--- src/common/lin_slave_regs.svh ---
// Register offsets, reset values, field positions and timing counts
`ifndef LIN_SLAVE_REGS_SVH
`define LIN_SLAVE_REGS_SVH

`define OFS_STATUS      3'h0
`define OFS_DATA        3'h1
`define OFS_CTRL_ONE    3'h2
`define OFS_CTRL_TWO    3'h3
`define OFS_CTRL_THREE  3'h4
`define OFS_DIV_MANT    3'h5
`define OFS_DIV_FRAC    3'h6

`define RST_STATUS      8'hc0
`define RST_CTRL        8'h00

`define ST_TXE          7
`define ST_TC           6
`define ST_RXF          5
`define ST_IDLE         4
`define ST_HDRERR       3
`define ST_NOISE        2
`define ST_FRAME        1
`define ST_PARITY       0

`define C1_PCE          2
`define C1_PIE          0
`define C2_RIE          5
`define C2_TE           3
`define C2_RE           2
`define C2_MUTE         1
`define C2_SBK          0
`define C3_LINE         6
`define C3_SLV          5
`define C3_LASE         4
`define C3_HDM          3
`define C3_HDF          1
`define C3_LSF          0

`define SAMPLES_PER_BIT 5'd16
`define BREAK_BITS      8'd11
`define SYNC_BITS       4'd8
`define BREAK_TX_BITS   4'd13
`define HDR_MAX_BITS    8'd57

`endif

--- src/common/lin_slave_pkg.sv ---
// Types for the LIN slave receiver block
package lin_slave_pkg;
   typedef enum logic [2:0] {RX_IDLE, RX_SYNC, RX_DATA} rx_state_t;
   typedef enum logic [1:0] {HDR_NONE, HDR_SYNC, HDR_IDENT} hdr_phase_t;
endpackage

--- src/design/lin_slave_receive_status.sv ---
// LIN-mode serial interface: receiver, break detection, divider, status
// Operation
// Same-cycle software divider write beats the measured-divider load.
// A low period counts as break only after eleven local bit times.
// An all-zero character, nine low bits, is never taken as break.
// The master sends break as thirteen low bit times.
// Break detection tolerates fifteen percent clock deviation while unsynchronised.
// Sixteen samples per bit; majority of samples eight, nine, ten.
// Sampling phase realigns on every start bit.
// Synch field measured over eight bit times on CPU clock edges.
// Baud rate steps of one sixteenth; divider has four-bit fraction.
// Slave leaves mute on break or identifier per detection method; with HDM set the muted receiver skips the identifier, so mute stays.
// Mute slave ignores bits until eleven consecutive dominant bits seen.
// Status resets to c0: transmit flags set, others clear.
// Header error on bad synch field, header timeout or header overrun.
// Header error requests interrupt with receive enable; cleared by sequence. The code gates it with RIE, not RE.
// Outside a header the header error flag reports overrun.
// Noise flag works in master mode, reads zero in slave mode.
// Slave framing error only for dominant stop with a recessive bit.
// Identifier parity error sets flag and interrupts when enabled.
// Parity check enable gates identifier parity errors.
// Mute bit software writable, hardware cleared, locked while data full.
// Send break set then cleared sends one break after current word.
// Software should use mute to receive only headers.
// Slave bit rate is clock over sixteen times divider, 8.4 fixed.
// Enable bit off disables LIN; slave select picks master or slave.
`timescale 1ns/100ps
`default_nettype none
`include "lin_slave_regs.svh"

module lin_slave_receive_status
   import lin_slave_pkg::*;
(
   input  wire logic       clk,
   input  wire logic       rst,
   input  wire logic [2:0] regAddr,
   input  wire logic [7:0] regWrData,
   input  wire logic       regWrite,
   input  wire logic       regRead,
   output logic      [7:0] regRdData,
   input  wire logic       receiveInputPin,
   output logic            transmitPin,
   output logic            irq
);

   // ---------------------------------------------------------------
   // Registers and state
   // ---------------------------------------------------------------
   logic [7:0]  serialStatus, serialControlOne, serialControlTwo, controlThree;
   logic [7:0]  serialDataRegister, shiftReg;
   logic [11:0] nominalDivider, measuredDivider, linDivider;
   logic [3:0]  fracShadow;
   logic [15:0] baudAcc;
   logic [4:0]  sampleCnt;
   logic [3:0]  bitCnt;
   logic [2:0]  majority;
   logic [7:0]  lowBits;
   logic [2:0]  edgeCnt;
   logic [18:0] measCnt;
   logic [13:0] hdrCnt;
   logic [1:0]  pinSync;
   logic        pinPrev, statusSeen, sbkPrev, breakPending, breakSeen;
   logic [3:0]  txBitCnt;
   logic [4:0]  txSample;
   logic        txBusy;
   rx_state_t   rxState;
   hdr_phase_t  hdrPhase;

   // ---------------------------------------------------------------
   // Decode
   // ---------------------------------------------------------------
   wire linOn     = controlThree[`C3_LINE];
   wire slaveMode = linOn & controlThree[`C3_SLV];
   wire masterMode = linOn & ~controlThree[`C3_SLV];
   wire rxPin     = pinSync[1];
   wire wrStatus  = regWrite & (regAddr == `OFS_STATUS);
   wire rdStatus  = regRead & (regAddr == `OFS_STATUS);
   wire rdData    = regRead & (regAddr == `OFS_DATA);
   wire wrCtrl2   = regWrite & (regAddr == `OFS_CTRL_TWO);
   wire wrCtrl3   = regWrite & (regAddr == `OFS_CTRL_THREE);
   wire rdCtrl3   = regRead & (regAddr == `OFS_CTRL_THREE);
   wire wrMant    = regWrite & (regAddr == `OFS_DIV_MANT);
   wire wrFrac    = regWrite & (regAddr == `OFS_DIV_FRAC);
   wire clearSeq  = statusSeen & rdData;
   wire muted     = serialControlTwo[`C2_MUTE];
   wire divOff    = (linDivider[11:4] == 8'h00);

   // Accumulate 16ths: one sample tick each time baudAcc passes divider
   wire [15:0] accNext = baudAcc + 16'h0010;
   wire        sampleTick = ~divOff & (accNext >= {4'h0, linDivider});
   wire        bitTick = sampleTick & (sampleCnt == `SAMPLES_PER_BIT - 5'd1);
   wire        voteBit = (majority[0] & majority[1]) | (majority[0] & majority[2])
                       | (majority[1] & majority[2]);
   wire        fallEdge = pinPrev & ~rxPin;
   wire        breakNow = ~rxPin & bitTick & (lowBits == `BREAK_BITS - 8'd1);
   wire        hdrTimeout = (hdrPhase != HDR_NONE)
                          & (hdrCnt >= {`HDR_MAX_BITS, 6'h00}) & bitTick;

   function automatic logic idParity(input logic [7:0] id);
      idParity = (id[6] == (id[0] ^ id[1] ^ id[2] ^ id[4]))
               & (id[7] == ~(id[1] ^ id[3] ^ id[4] ^ id[5]));
   endfunction

   // Eight bits last eight times the 8.4 divider in clocks
   wire [18:0] measTotal = measCnt + 19'd1;
   wire [11:0] measValue = measTotal[14:3];
   wire        measDone = (rxState == RX_SYNC) & fallEdge & (edgeCnt == 3'd4)
                        & controlThree[`C3_LASE];
   wire        measBad = (measValue == 12'h000) | (measTotal[18:15] != 4'h0);
   wire        charDone = (rxState == RX_DATA) & bitTick & (bitCnt == 4'd9);
   wire        stopBad = charDone & ~voteBit & (shiftReg != 8'h00);
   wire        parityBad = charDone & (hdrPhase == HDR_IDENT)
                         & serialControlOne[`C1_PCE] & ~idParity(shiftReg);
   wire        overrun = charDone & serialStatus[`ST_RXF];

   // ---------------------------------------------------------------
   // Pin synchroniser and sampling
   // ---------------------------------------------------------------
   always_ff @(posedge clk or posedge rst) begin
      if (rst) begin
         pinSync <= 2'b11;
         pinPrev <= 1'b1;
      end else begin
         pinSync <= {pinSync[0], receiveInputPin};
         pinPrev <= pinSync[1];
      end
   end

   always_ff @(posedge clk or posedge rst) begin
      if (rst) begin
         baudAcc <= 16'h0000;
         sampleCnt <= 5'd0;
         majority <= 3'b111;
      end else if ((rxState != RX_DATA) & fallEdge) begin
         baudAcc <= 16'h0000;
         sampleCnt <= 5'd0;
      end else if (sampleTick) begin
         baudAcc <= accNext - {4'h0, linDivider};
         sampleCnt <= bitTick ? 5'd0 : sampleCnt + 5'd1;
         if (sampleCnt >= 5'd7 && sampleCnt <= 5'd9)
            majority <= {majority[1:0], rxPin};
      end else begin
         baudAcc <= accNext;
      end
   end

   // Dominant run length in local bit times
   always_ff @(posedge clk or posedge rst) begin
      if (rst)
         lowBits <= 8'd0;
      else if (rxPin)
         lowBits <= 8'd0;
      else if (bitTick && lowBits != 8'hff)
         lowBits <= lowBits + 8'd1;
   end

   // ---------------------------------------------------------------
   // Receive state machine
   // ---------------------------------------------------------------
   always_ff @(posedge clk or posedge rst) begin
      if (rst) begin
         rxState <= RX_IDLE;
         bitCnt <= 4'd0;
         shiftReg <= 8'h00;
         edgeCnt <= 3'd0;
         measCnt <= 19'd0;
         breakSeen <= 1'b0;
      end else begin
         if (breakNow)
            breakSeen <= 1'b1;
         else if (rxPin)
            breakSeen <= 1'b0;
         unique case (rxState)
            RX_IDLE: begin
               if (slaveMode && breakSeen && rxPin) begin
                  rxState <= RX_SYNC;
                  edgeCnt <= 3'd0;
                  measCnt <= 19'd0;
               end else if (fallEdge && !breakSeen && !(slaveMode && muted)) begin
                  rxState <= RX_DATA;
                  bitCnt <= 4'd0;
               end
            end
            RX_SYNC: begin
               if (!controlThree[`C3_LSF])
                  rxState <= RX_IDLE;
               else if (controlThree[`C3_LASE]) begin
                  if (edgeCnt != 3'd0)
                     measCnt <= measCnt + 19'd1;
                  if (fallEdge) begin
                     edgeCnt <= edgeCnt + 3'd1;
                     if (edgeCnt == 3'd4)
                        rxState <= RX_IDLE;
                  end
               end else if (fallEdge) begin
                  rxState <= RX_DATA;
                  bitCnt <= 4'd0;
               end
            end
            RX_DATA: begin
               if (bitTick) begin
                  bitCnt <= bitCnt + 4'd1;
                  if (bitCnt >= 4'd1 && bitCnt <= 4'd8)
                     shiftReg <= {voteBit, shiftReg[7:1]};
                  if (bitCnt == 4'd0 && voteBit)
                     rxState <= RX_IDLE;
                  if (charDone)
                     rxState <= RX_IDLE;
               end
            end
            default: rxState <= RX_IDLE;
         endcase
      end
   end

   // ---------------------------------------------------------------
   // Header tracking and timeout
   // ---------------------------------------------------------------
   always_ff @(posedge clk or posedge rst) begin
      if (rst) begin
         hdrPhase <= HDR_NONE;
         hdrCnt <= 14'd0;
      end else if (breakNow && slaveMode) begin
         hdrPhase <= HDR_SYNC;
         hdrCnt <= {`BREAK_BITS, 6'h00};
      end else if (hdrTimeout || !slaveMode) begin
         hdrPhase <= HDR_NONE;
      end else begin
         if (bitTick && hdrPhase != HDR_NONE)
            hdrCnt <= hdrCnt + 14'd64;
         if (measDone || (charDone && hdrPhase == HDR_SYNC))
            hdrPhase <= HDR_IDENT;
         else if (charDone && hdrPhase == HDR_IDENT)
            hdrPhase <= HDR_NONE;
      end
   end

   // ---------------------------------------------------------------
   // Divider: nominal, measured, working
   // ---------------------------------------------------------------
   always_ff @(posedge clk or posedge rst) begin
      if (rst) begin
         fracShadow <= 4'h0;
         nominalDivider <= 12'h000;
         measuredDivider <= 12'h000;
         linDivider <= 12'h000;
      end else begin
         if (wrFrac)
            fracShadow <= regWrData[3:0];
         if (measDone && !measBad)
            measuredDivider <= measValue;
         if (wrMant) begin
            nominalDivider <= {regWrData, fracShadow};
            linDivider <= {regWrData, fracShadow};
         end else if (measDone && !measBad) begin
            linDivider <= measValue;
         end
      end
   end

   // ---------------------------------------------------------------
   // Status, data and control registers
   // ---------------------------------------------------------------
   always_ff @(posedge clk or posedge rst) begin
      if (rst)
         statusSeen <= 1'b0;
      else if (rdStatus || wrStatus)
         statusSeen <= 1'b1;
      else if (rdData)
         statusSeen <= 1'b0;
   end

   always_ff @(posedge clk or posedge rst) begin
      if (rst) begin
         serialStatus <= `RST_STATUS;
         serialDataRegister <= 8'h00;
      end else begin
         if (clearSeq)
            serialStatus[5:0] <= 6'h00;
         if (charDone && !(slaveMode && muted && hdrPhase == HDR_NONE)) begin
            serialDataRegister <= shiftReg;
            serialStatus[`ST_RXF] <= 1'b1;
         end
         if (overrun || hdrTimeout || (measDone && measBad))
            serialStatus[`ST_HDRERR] <= 1'b1;
         if (stopBad && !(muted && slaveMode))
            serialStatus[`ST_FRAME] <= 1'b1;
         if (parityBad)
            serialStatus[`ST_PARITY] <= 1'b1;
         if (charDone && masterMode && (majority != 3'b000) && (majority != 3'b111))
            serialStatus[`ST_NOISE] <= 1'b1;
         if (slaveMode)
            serialStatus[`ST_NOISE] <= 1'b0;
         serialStatus[`ST_TXE] <= ~txBusy;
         serialStatus[`ST_TC] <= ~txBusy;
      end
   end

   always_ff @(posedge clk or posedge rst) begin
      if (rst) begin
         serialControlOne <= `RST_CTRL;
         serialControlTwo <= `RST_CTRL;
         controlThree <= `RST_CTRL;
      end else begin
         if (regWrite && regAddr == `OFS_CTRL_ONE)
            serialControlOne <= regWrData & 8'hfd;
         if (wrCtrl2) begin
            serialControlTwo[7:2] <= regWrData[7:2];
            serialControlTwo[`C2_SBK] <= regWrData[`C2_SBK];
            if (!(slaveMode && serialStatus[`ST_RXF]))
               serialControlTwo[`C2_MUTE] <= regWrData[`C2_MUTE];
         end
         if (slaveMode && muted && ((breakNow && !controlThree[`C3_HDM])
             || (charDone && hdrPhase == HDR_IDENT && controlThree[`C3_HDM] && !stopBad)))
            serialControlTwo[`C2_MUTE] <= 1'b0;
         if (wrCtrl3)
            controlThree <= {regWrData[7:2], controlThree[`C3_HDF] & regWrData[1],
                             controlThree[`C3_LSF] & regWrData[0]};
         else if (statusSeen && rdCtrl3)
            controlThree[`C3_HDF] <= 1'b0;
         if (slaveMode && breakNow) begin
            controlThree[`C3_LSF] <= 1'b1;
            if (!controlThree[`C3_HDM])
               controlThree[`C3_HDF] <= 1'b1;
         end
         if (measDone && !measBad)
            controlThree[`C3_LSF] <= 1'b0;
         if (charDone && hdrPhase == HDR_IDENT && controlThree[`C3_HDM])
            controlThree[`C3_HDF] <= 1'b1;
      end
   end

   // ---------------------------------------------------------------
   // Break transmitter
   // ---------------------------------------------------------------
   always_ff @(posedge clk or posedge rst) begin
      if (rst) begin
         sbkPrev <= 1'b0;
         breakPending <= 1'b0;
         txBusy <= 1'b0;
         txBitCnt <= 4'd0;
         txSample <= 5'd0;
         transmitPin <= 1'b1;
      end else begin
         sbkPrev <= serialControlTwo[`C2_SBK];
         if (sbkPrev && !serialControlTwo[`C2_SBK] && !slaveMode)
            breakPending <= 1'b1;
         if (breakPending && !txBusy) begin
            breakPending <= 1'b0;
            txBusy <= 1'b1;
            txBitCnt <= 4'd0;
            txSample <= 5'd0;
            transmitPin <= 1'b0;
         end else if (txBusy && sampleTick) begin
            txSample <= txSample + 5'd1;
            if (txSample == `SAMPLES_PER_BIT - 5'd1) begin
               txSample <= 5'd0;
               txBitCnt <= txBitCnt + 4'd1;
               if (txBitCnt == `BREAK_TX_BITS - 4'd1) begin
                  transmitPin <= 1'b1;
                  txBusy <= 1'b0;
               end
            end
         end
      end
   end

   // ---------------------------------------------------------------
   // Read data and interrupt
   // ---------------------------------------------------------------
   logic [7:0] readMux;
   always_comb begin
      unique case (regAddr)
         `OFS_STATUS:     readMux = serialStatus;
         `OFS_DATA:       readMux = serialDataRegister;
         `OFS_CTRL_ONE:   readMux = serialControlOne;
         `OFS_CTRL_TWO:   readMux = serialControlTwo;
         `OFS_CTRL_THREE: readMux = controlThree;
         `OFS_DIV_MANT:   readMux = linDivider[11:4];
         `OFS_DIV_FRAC:   readMux = {4'h0, linDivider[3:0]};
         default:         readMux = 8'h00;
      endcase
   end

   always_ff @(posedge clk or posedge rst) begin
      if (rst) begin
         regRdData <= 8'h00;
         irq <= 1'b0;
      end else begin
         regRdData <= regRead ? readMux : 8'h00;
         irq <= (serialControlTwo[`C2_RIE]
                 & (serialStatus[`ST_HDRERR] | serialStatus[`ST_RXF]))
              | (serialControlOne[`C1_PIE] & serialStatus[`ST_PARITY]);
      end
   end

endmodule
`default_nettype wire

--- config.mk ---
export PLATFORM = sky130hd
export DESIGN_NAME = lin_slave_receive_status
export DESIGN_NICKNAME = d
export VERILOG_FILES = /design/src/common/lin_slave_pkg.sv /design/src/design/lin_slave_receive_status.sv
export VERILOG_INCLUDE_DIRS = /design/src /design/src/common
export SDC_FILE = /design/constraint.sdc
export NUM_CORES = 1
export LEC_CHECK = 0
export ABC_CLOCK_PERIOD_IN_PS = 5800
export BUFFER_PORTS_ARGS = -buffer_cell sky130_fd_sc_hd__buf_2
export CAP_MARGIN = 5
export CORE_UTILIZATION = 30
export CTS_CLUSTER_DIAMETER = 30
export CTS_CLUSTER_SIZE = 10
export DETAILED_ROUTE_END_ITERATION = 8
export PLACE_DENSITY = 0.53
export SLEW_MARGIN = 20
export SYNTH_ARGS = -nofsm -noshare
export SYNTH_HDL_FRONTEND = slang
export SYNTH_SLANG_ARGS = --single-unit
--- constraint.sdc ---
create_clock -name clk -period 5.8 [get_ports clk]
set_clock_uncertainty 0.05 [all_clocks]
set_input_delay 0.29 -clock clk [delete_from_list [all_inputs] [get_ports clk]]
set_output_delay 0.29 -clock clk [all_outputs]
set_load 0.01 [all_outputs]
==> impl_metrics.csv, run 1 <==
group,metric,value,unit
synth,ys_top_cells_by_area,"dfrtp_1 (41%), mux2_2 (5.9%), ha_1 (4.4%)",
detailed_routing,route.detailed.drc,0,
clocking,cts_hold_buf,1,
cells_and_area,final_nets,1015,
place,placed_cells,1336,
timing,setup_ws,1.70,ns
detailed_routing,drt-pass1-iter-count,5,
clocking,clock_sinks,158,
critical_path,reg2reg_slack,1.70,ns
critical_path,cp_data_arrival_time,4.36,ns
clocking,worstSkewPairLatency,0.43,ns
cells_and_area,drive_above_1_share,14.9,%
synth,synth_compound_area_share,16.5,%
critical_path,cpMaxStageDelayCell,"a21boi_1",
critical_path,critical_path_class,"flip-flop to flip-flop",
clocking,root_buffer,"clkbuf_16",
critical_path,required,6.06,ns
clocking,cts_buffer_depth,2,
power,irDropWorstVdd,0.218,mV
cells_and_area,final_cells,1368,
critical_path,cp-end-kind,"flip-flop",
timing,max_freq,244,MHz
floorplan,rows,63,
cells_and_area,antenna_cells,0,
detailed_routing,vias,7197,
timing,finalMaxSlewViolations,0,
clocking,htree_levels,4,
place,gp_congestion,0.846,
critical_path,slowest_delay,0.85,ns
floorplan,core,29900,sq um
cells_and_area,synthToLayoutAreaGrowth,11.9,%
clocking,cts_made_buffers,17,
timing,setup-violations-final,0,
critical_path,cp-start-kind,"flip-flop",
timing,rsz0062_at_grt,"false",
critical_path,crit_buf_inv,0,
floorplan,io_pins,26,
global_routing,grtUsageTotal,15.9,%
synth,synth_top_area_cell,"dfrtp_1",
synth,yosysSeqAreaShare,43.2,%
synth,syn_avg_cell_area,9.53,sq um
timing,hold_violations,0,
cells_and_area,postLayoutCellArea,10300,sq um
timing,timing.final.crit_period,4.10,ns
synth,synth_area,9180,sq um
detailed_routing,post_drt_wl_per_cell,17.0,microns
synth,synth_top_area_share,40.9,%
clocking,cts.repair.resized,0,
floorplan,fp.dieW,177,microns
global_routing,grt_pass1_wl,39200,microns
synth,synth.mux.area_fraction,8.15,%
synth,synth_seq_cells,158,
timing,fin_crit_sh,70.7,%
synth,synth-main-ff-cell,"dfrtp_1",
critical_path,path_cells,"ha_1, nand3_1, nor2_1, xor2_1, ha_1, nand2_1, nor2_1, o21ai_0, a21boi_1, nand3_1, mux2_2",
place,numPortBuffers,25,
power,p_per_area,409,nW/um^2
synth,synthXorXnorAreaFrac,4.01,%
synth,ys_types,79,
detailed_routing,drt_iter0_drc,527,
synth,synthSimpleGateAreaFrac,19.3,%
synth,synth.net_count,1012,
power,total_power,4200,uW
worst_hold_path,hold_path.class,"input pin to async pin",
global_routing,grt_max_degree,100,
clocking,clk_pin_slew_worst_paths,0.06,ns
clocking,cts_setup_buffers,0,
place,hpwl,16800,microns
power,power_leakage,0.00435,uW
critical_path,ff2ff_path_depth,11,
critical_path,crit_fanout,12,
floorplan,dieHeight,177,microns
global_routing,grt-ovfl-total,0,
detailed_routing,wirelength,23300,microns
global_routing,grt_pass1_vias,7162,
run_status,status,"complete, no violations",
clocking,tritoncts,"built",
synth,yosys_warnings,0,
timing,relSlewSlack,29.6,%
timing,worst_pin_slew,1.05,ns
place,place_ws,1.76,ns
global_routing,antenna_found_initial,1,
detailed_routing,avgViaCountPerCell,5.26,
floorplan,die-area,31300,sq um
critical_path,crit_family,"simple AND/OR/NAND/NOR gates",
synth,synth_fa_ha_area_share,4.69,%
synth,async_flop_share,100,%
critical_path,r2r_end,"shiftReg[3]",
place,place_area,9630,sq um
flow_run,drv_cap,0,
timing,fin_setup_tns,0,ns
synth,synth_edf_count,0,
detailed_routing,ant_nets,0,
synth,synth_top_family_by_area,"simple AND/OR/NAND/NOR gates",
floorplan,initial_utilization,30.7,%
synth,syn-instance-count,963,
critical_path,reg2reg_from,"baudAcc[4]",
[state kept, by name, summed over array words and instances, names as in the netlist, 4 cells and up]
| register | flops |
|---|---|
| fracShadow | 4 |
| sampleCnt | 5 |
| baudAcc | 16 |
| txBitCnt | 4 |
| shiftReg | 8 |
| measCnt | 19 |
| lowBits | 8 |
| bitCnt | 4 |
| txSample | 5 |
| serialControlOne | 7 |
| controlThree | 8 |
| serialControlTwo | 8 |
| serialStatus | 6 |
| regRdData | 8 |
| linDivider | 12 |
| serialDataRegister | 8 |
| hdrCnt | 8 |
[synth_stat cells (14+ instances only)]
master    count
ha_1         32
nor3_1       19
mux2i_1      14
nor2b_1      14
and3_1       14
xor2_1       15
or3_1        17
clkbuf_1     31
a211oi_1     15
xnor2_1      27
o31ai_1      18
a21oi_1      63
nand4_1      22
mux2_2       48
o21ai_0      56
nand3_1      41
dfrtp_1     150
inv_1        44
nand2_1      92
nor2_1       66
[placed cells by master (no fill, tap or decap), types with 4 or more instances in the layout]
cell / instances
mux2i_1: 14
nand3_1: 41
nor2b_1: 14
a22oi_1: 10
and4_1: 4
buf_2: 25
nor2_1: 66
or3_1: 17
nor3_1: 18
and3_1: 14
bufinv_16: 4
a31oi_1: 5
nor4_1: 5
buf_4: 5
nand4_1: 22
and2_1: 10
dfrtp_1: 150
a211oi_1: 15
o21ai_0: 56
nor3_2: 4
o21a_1: 5
xor2_1: 15
dfstp_2: 8
o31ai_1: 18
a21o_1: 5
a22o_1: 5
a21oi_1: 62
clkbuf_16: 17
nand2b_1: 10
ha_1: 32
o22ai_1: 5
xnor2_1: 27
o211ai_1: 4
inv_1: 43
or2_2: 4
mux2_2: 48
nand2_1: 92
nor3b_1: 4
[final cells by class]
type                    count  area [sq um]
fillers                  2985         19600
multi-input cells         714          4840
flip-flops and latches    158          3960
well taps                 390           488
clock buffers              21           470
repair buffers             31           173
inverters                  44           170
clock inverters            10           160
[layer usage]
layer | share of wire, % | global-route usage, % | vias to the layer above
met4 | 1.6 | 4.78 | 2
met1 | 50 | 22.1 | 3567
met5 | 0.056 | 0 | -
li1 | - | - | 3491
met2 | 46 | 25.2 | 109
met3 | 2.5 | 2.66 | 28
[power by group]
part	total (uW)	switching [uW]	internal [uW]	leakage, uW
Clock	1210	456	753	0.000309
Combinational	1450	805	642	0.00202
Sequential	1550	217	1330	0.00202
Total	4200	1480	2720	0.00435
[logic make-up after synthesis]
| group | count (synthesis) |
|---|---|
| AO/OA/AOI/OAI | 230 |
| XOR/XNOR | 42 |
| multiplexers | 65 |
| buffers and inverters | 91 |
| AND/OR/NAND/NOR | 343 |
| adder cells (fa/ha/maj) | 34 |
| flip-flops | 158 |
[worst max-delay path by stage]
stage	startpoint	endpoint	slack, ns	cells after the start
detailed placement	baudAcc[4]	shiftReg[3]	1.76	11
global route	baudAcc[4]	shiftReg[5]	1.31	11
finish	baudAcc[4]	shiftReg[3]	1.70	11
global placement	baudAcc[4]	shiftReg[7]	1.88	11
floorplan	rst	baudAcc[0]	1.21	1
CTS	baudAcc[4]	shiftReg[5]	1.75	11
[stage by stage]
stage / utilization (%) / hold slack, ns
final: 34.4 / 0.0215
after global routing: 34.4 / 0.0933
after CTS: 34.4 / 0.0590
after detailed placement: 32.2 / 0.297
after global placement: 32.2 / 0.296
after floorplan: - / 0.244
No activity file was read; power rests on OpenSTA's default activity.
==> run 2: changes to the inputs <==
--- a/config.mk
+++ b/config.mk
@@ -6,14 +6,14 @@
 export SDC_FILE = /design/constraint.sdc
 export NUM_CORES = 1
 export LEC_CHECK = 0
-export ABC_CLOCK_PERIOD_IN_PS = 5800
+export ABC_CLOCK_PERIOD_IN_PS = 3410
 export BUFFER_PORTS_ARGS = -buffer_cell sky130_fd_sc_hd__buf_2
 export CAP_MARGIN = 5
 export CORE_UTILIZATION = 30
 export CTS_CLUSTER_DIAMETER = 30
 export CTS_CLUSTER_SIZE = 10
 export DETAILED_ROUTE_END_ITERATION = 8
-export PLACE_DENSITY = 0.53
+export PLACE_DENSITY = 0.55
 export SLEW_MARGIN = 20
 export SYNTH_ARGS = -nofsm -noshare
 export SYNTH_HDL_FRONTEND = slang
==> constraint.sdc (replaced) <==
create_clock -name clk -period 3.41 [get_ports clk]
set_clock_uncertainty 0.05 [all_clocks]
set_input_delay 0.1705 -clock clk [delete_from_list [all_inputs] [get_ports clk]]
set_output_delay 0.1705 -clock clk [all_outputs]
set_load 0.01 [all_outputs]
==> impl_metrics.csv, run 2 (synthesis gave the netlist of run 1 again) <==
group,metric,value,unit
detailed_routing,drt-pass1-iter-count,6,
global_routing,grt_pass1_wl,38200,microns
detailed_routing,drt_iter0_drc,471,
cells_and_area,fin_util,35.4,%
worst_hold_path,hold_path.class,"input pin to flip-flop",
flow_run,drv_cap,0,
timing,relSlewSlack,35.7,%
cells_and_area,top_register,"measCnt",
run_status,status,"complete, no violations",
critical_path,crit_family,"compound AO/OA/AOI/OAI gates",
global_routing,antenna_found_initial,2,
timing,rsz0062_at_grt,"false",
cells_and_area,regArea,3960,sq um
clocking,cts_made_buffers,17,
detailed_routing,wirelength,23300,microns
power,total_power,7280,uW
critical_path,path_cells,"nand4_1, or2_2, nor2_1, xor2_1, ha_1, a21oi_2, o21ai_2, a211o_1, o211a_4, o31ai_4, mux2_2",
clocking,worstSkewPairLatency,0.43,ns
cells_and_area,final_cell_mix,"dfrtp_1 (150), nand2_1 (92), nor2_1 (66)",
timing,setup-violations-final,0,
timing,worst_pin_slew,0.962,ns
cells_and_area,fillers,3002,
clocking,htree_levels,4,
global_routing,grt_pass1_vias,7136,
critical_path,reg2reg_slack,0.24,ns
timing,finalMaxSlewViolations,0,
worst_hold_path,hold_depth,3,
critical_path,ff2ff_path_depth,11,
cells_and_area,reg_top3,"measCnt x19, baudAcc x16, linDivider x12",
critical_path,crit_buf_inv,0,
power,p_per_area,688,nW/um^2
worst_hold_path,min_to,"linDivider[6]",
place,hpwl,16900,microns
global_routing,grt-ovfl-total,0,
place,numPortBuffers,25,
timing,max_freq,315,MHz
timing,fin_setup_tns,0,ns
cells_and_area,final_nets,1044,
critical_path,cp.depth,11,
clocking,clock_sinks,158,
floorplan,io_pins,26,
global_routing,grtUsageTotal,15.6,%
critical_path,reg2reg_from,"baudAcc[4]",
clocking,tritoncts,"built",
critical_path,cpMaxStageDelayCell,"mux2_2",
timing,hold_violations,0,
critical_path,cp-end-kind,"flip-flop",
clocking,clk_pin_slew_worst_paths,0.07,ns
cells_and_area,final_common_cell,"dfrtp_1",
clocking,cts_buffer_depth,2,
floorplan,rows,63,
detailed_routing,route.detailed.drc,0,
cells_and_area,largest_register_ffs,19,
floorplan,dieHeight,177,microns
floorplan,fp.dieW,177,microns
cells_and_area,multiInputGateArea,4880,sq um
timing,fin_crit_sh,93.0,%
cells_and_area,synthToLayoutAreaGrowth,15.3,%
critical_path,critical_path_class,"flip-flop to flip-flop",
place,gp_congestion,0.830,
detailed_routing,vias,7296,
power,power_leakage,0.00450,uW
worst_hold_path,hp-start,"regWrData[2]",
detailed_routing,post_drt_wl_per_cell,16.7,microns
timing,timing.final.crit_period,3.17,ns
clocking,root_buffer,"clkbuf_16",
critical_path,crit_fanout,9,
floorplan,die-area,31300,sq um
floorplan,core,29900,sq um
power,irDropWorstVdd,0.359,mV
cells_and_area,drive_above_1_share,17.5,%
critical_path,cp_data_arrival_time,3.43,ns
global_routing,grt_max_degree,53,
critical_path,slowest_delay,0.40,ns
critical_path,r2r_end,"serialDataRegister[6]",
floorplan,initial_utilization,30.7,%
critical_path,cp-start-kind,"flip-flop",
detailed_routing,ant_nets,0,
critical_path,required,3.67,ns
detailed_routing,avgViaCountPerCell,5.22,
run 2: worst max path at each step:
stage | start | to | slack (ns)
global route | baudAcc[4] | sampleCnt[3] | 0.004
global placement | baudAcc[4] | serialDataRegister[3] | 0.20
detailed placement | baudAcc[4] | serialDataRegister[5] | 0.14
finish | baudAcc[4] | serialDataRegister[6] | 0.24
floorplan | baudAcc[4] | serialDataRegister[0] | 0.39
CTS | baudAcc[4] | serialDataRegister[5] | 0.11
run 2: layout make-up:
cell class              instances  area share [%]
multi-input cells             714            46.1
clock inverters                14            1.83
repair buffers                 60            4.27
clock buffers                  18            4.15
well taps                     390            4.61
inverters                      44            1.60
flip-flops and latches        158            37.5
diodes                          1          0.0236
run 2: stage by stage:
stage / worst slack, ns / area [sq um] / cells / hold slack (ns)
floorplan: 0.392 / 9180 / 963 / 0.125
global placement: 0.202 / 9800 / 1354 / 0.228
detailed placement: 0.144 / 9800 / 1354 / 0.238
CTS: 0.111 / 10500 / 1395 / 0.00706
global route: 0.00426 / 10600 / 1398 / 0.0216
finish: 0.238 / 10600 / 1399 / 0.0266
run 2: tightest hold or removal path: stages:
cell and delay, ns:
buf_2 0.16, nand2_1 0.07, o31ai_1 0.06
run 2: timing repair:
| item | 4_1_cts | 5_1_grt |
|---|---|---|
| hold buffers | 9 | 0 |
| endpoints found under the hold margin | 54 | 0 |
| buffers inserted | 0 | 3 |
| resized for setup | 0 | 11 |
| endpoints found under the setup margin | 0 | 46 |
run 2: report_power, final:
group          internal [uW]  switching [uW]  total [uW]  leakage [uW]
clock                   1200             873        2080      0.000312
sequential              2260             361        2620       0.00202
combinational           1190            1400        2590       0.00217
run 2: routing by layer:
layer | routed length (microns) | track usage (%) | up-vias
met5 | 8 | 0 | -
li1 | - | - | 3558
met3 | 789 | 3.52 | 35
met2 | 10800 | 24.6 | 115
met1 | 11300 | 21.0 | 3586
met4 | 443 | 5.14 | 2
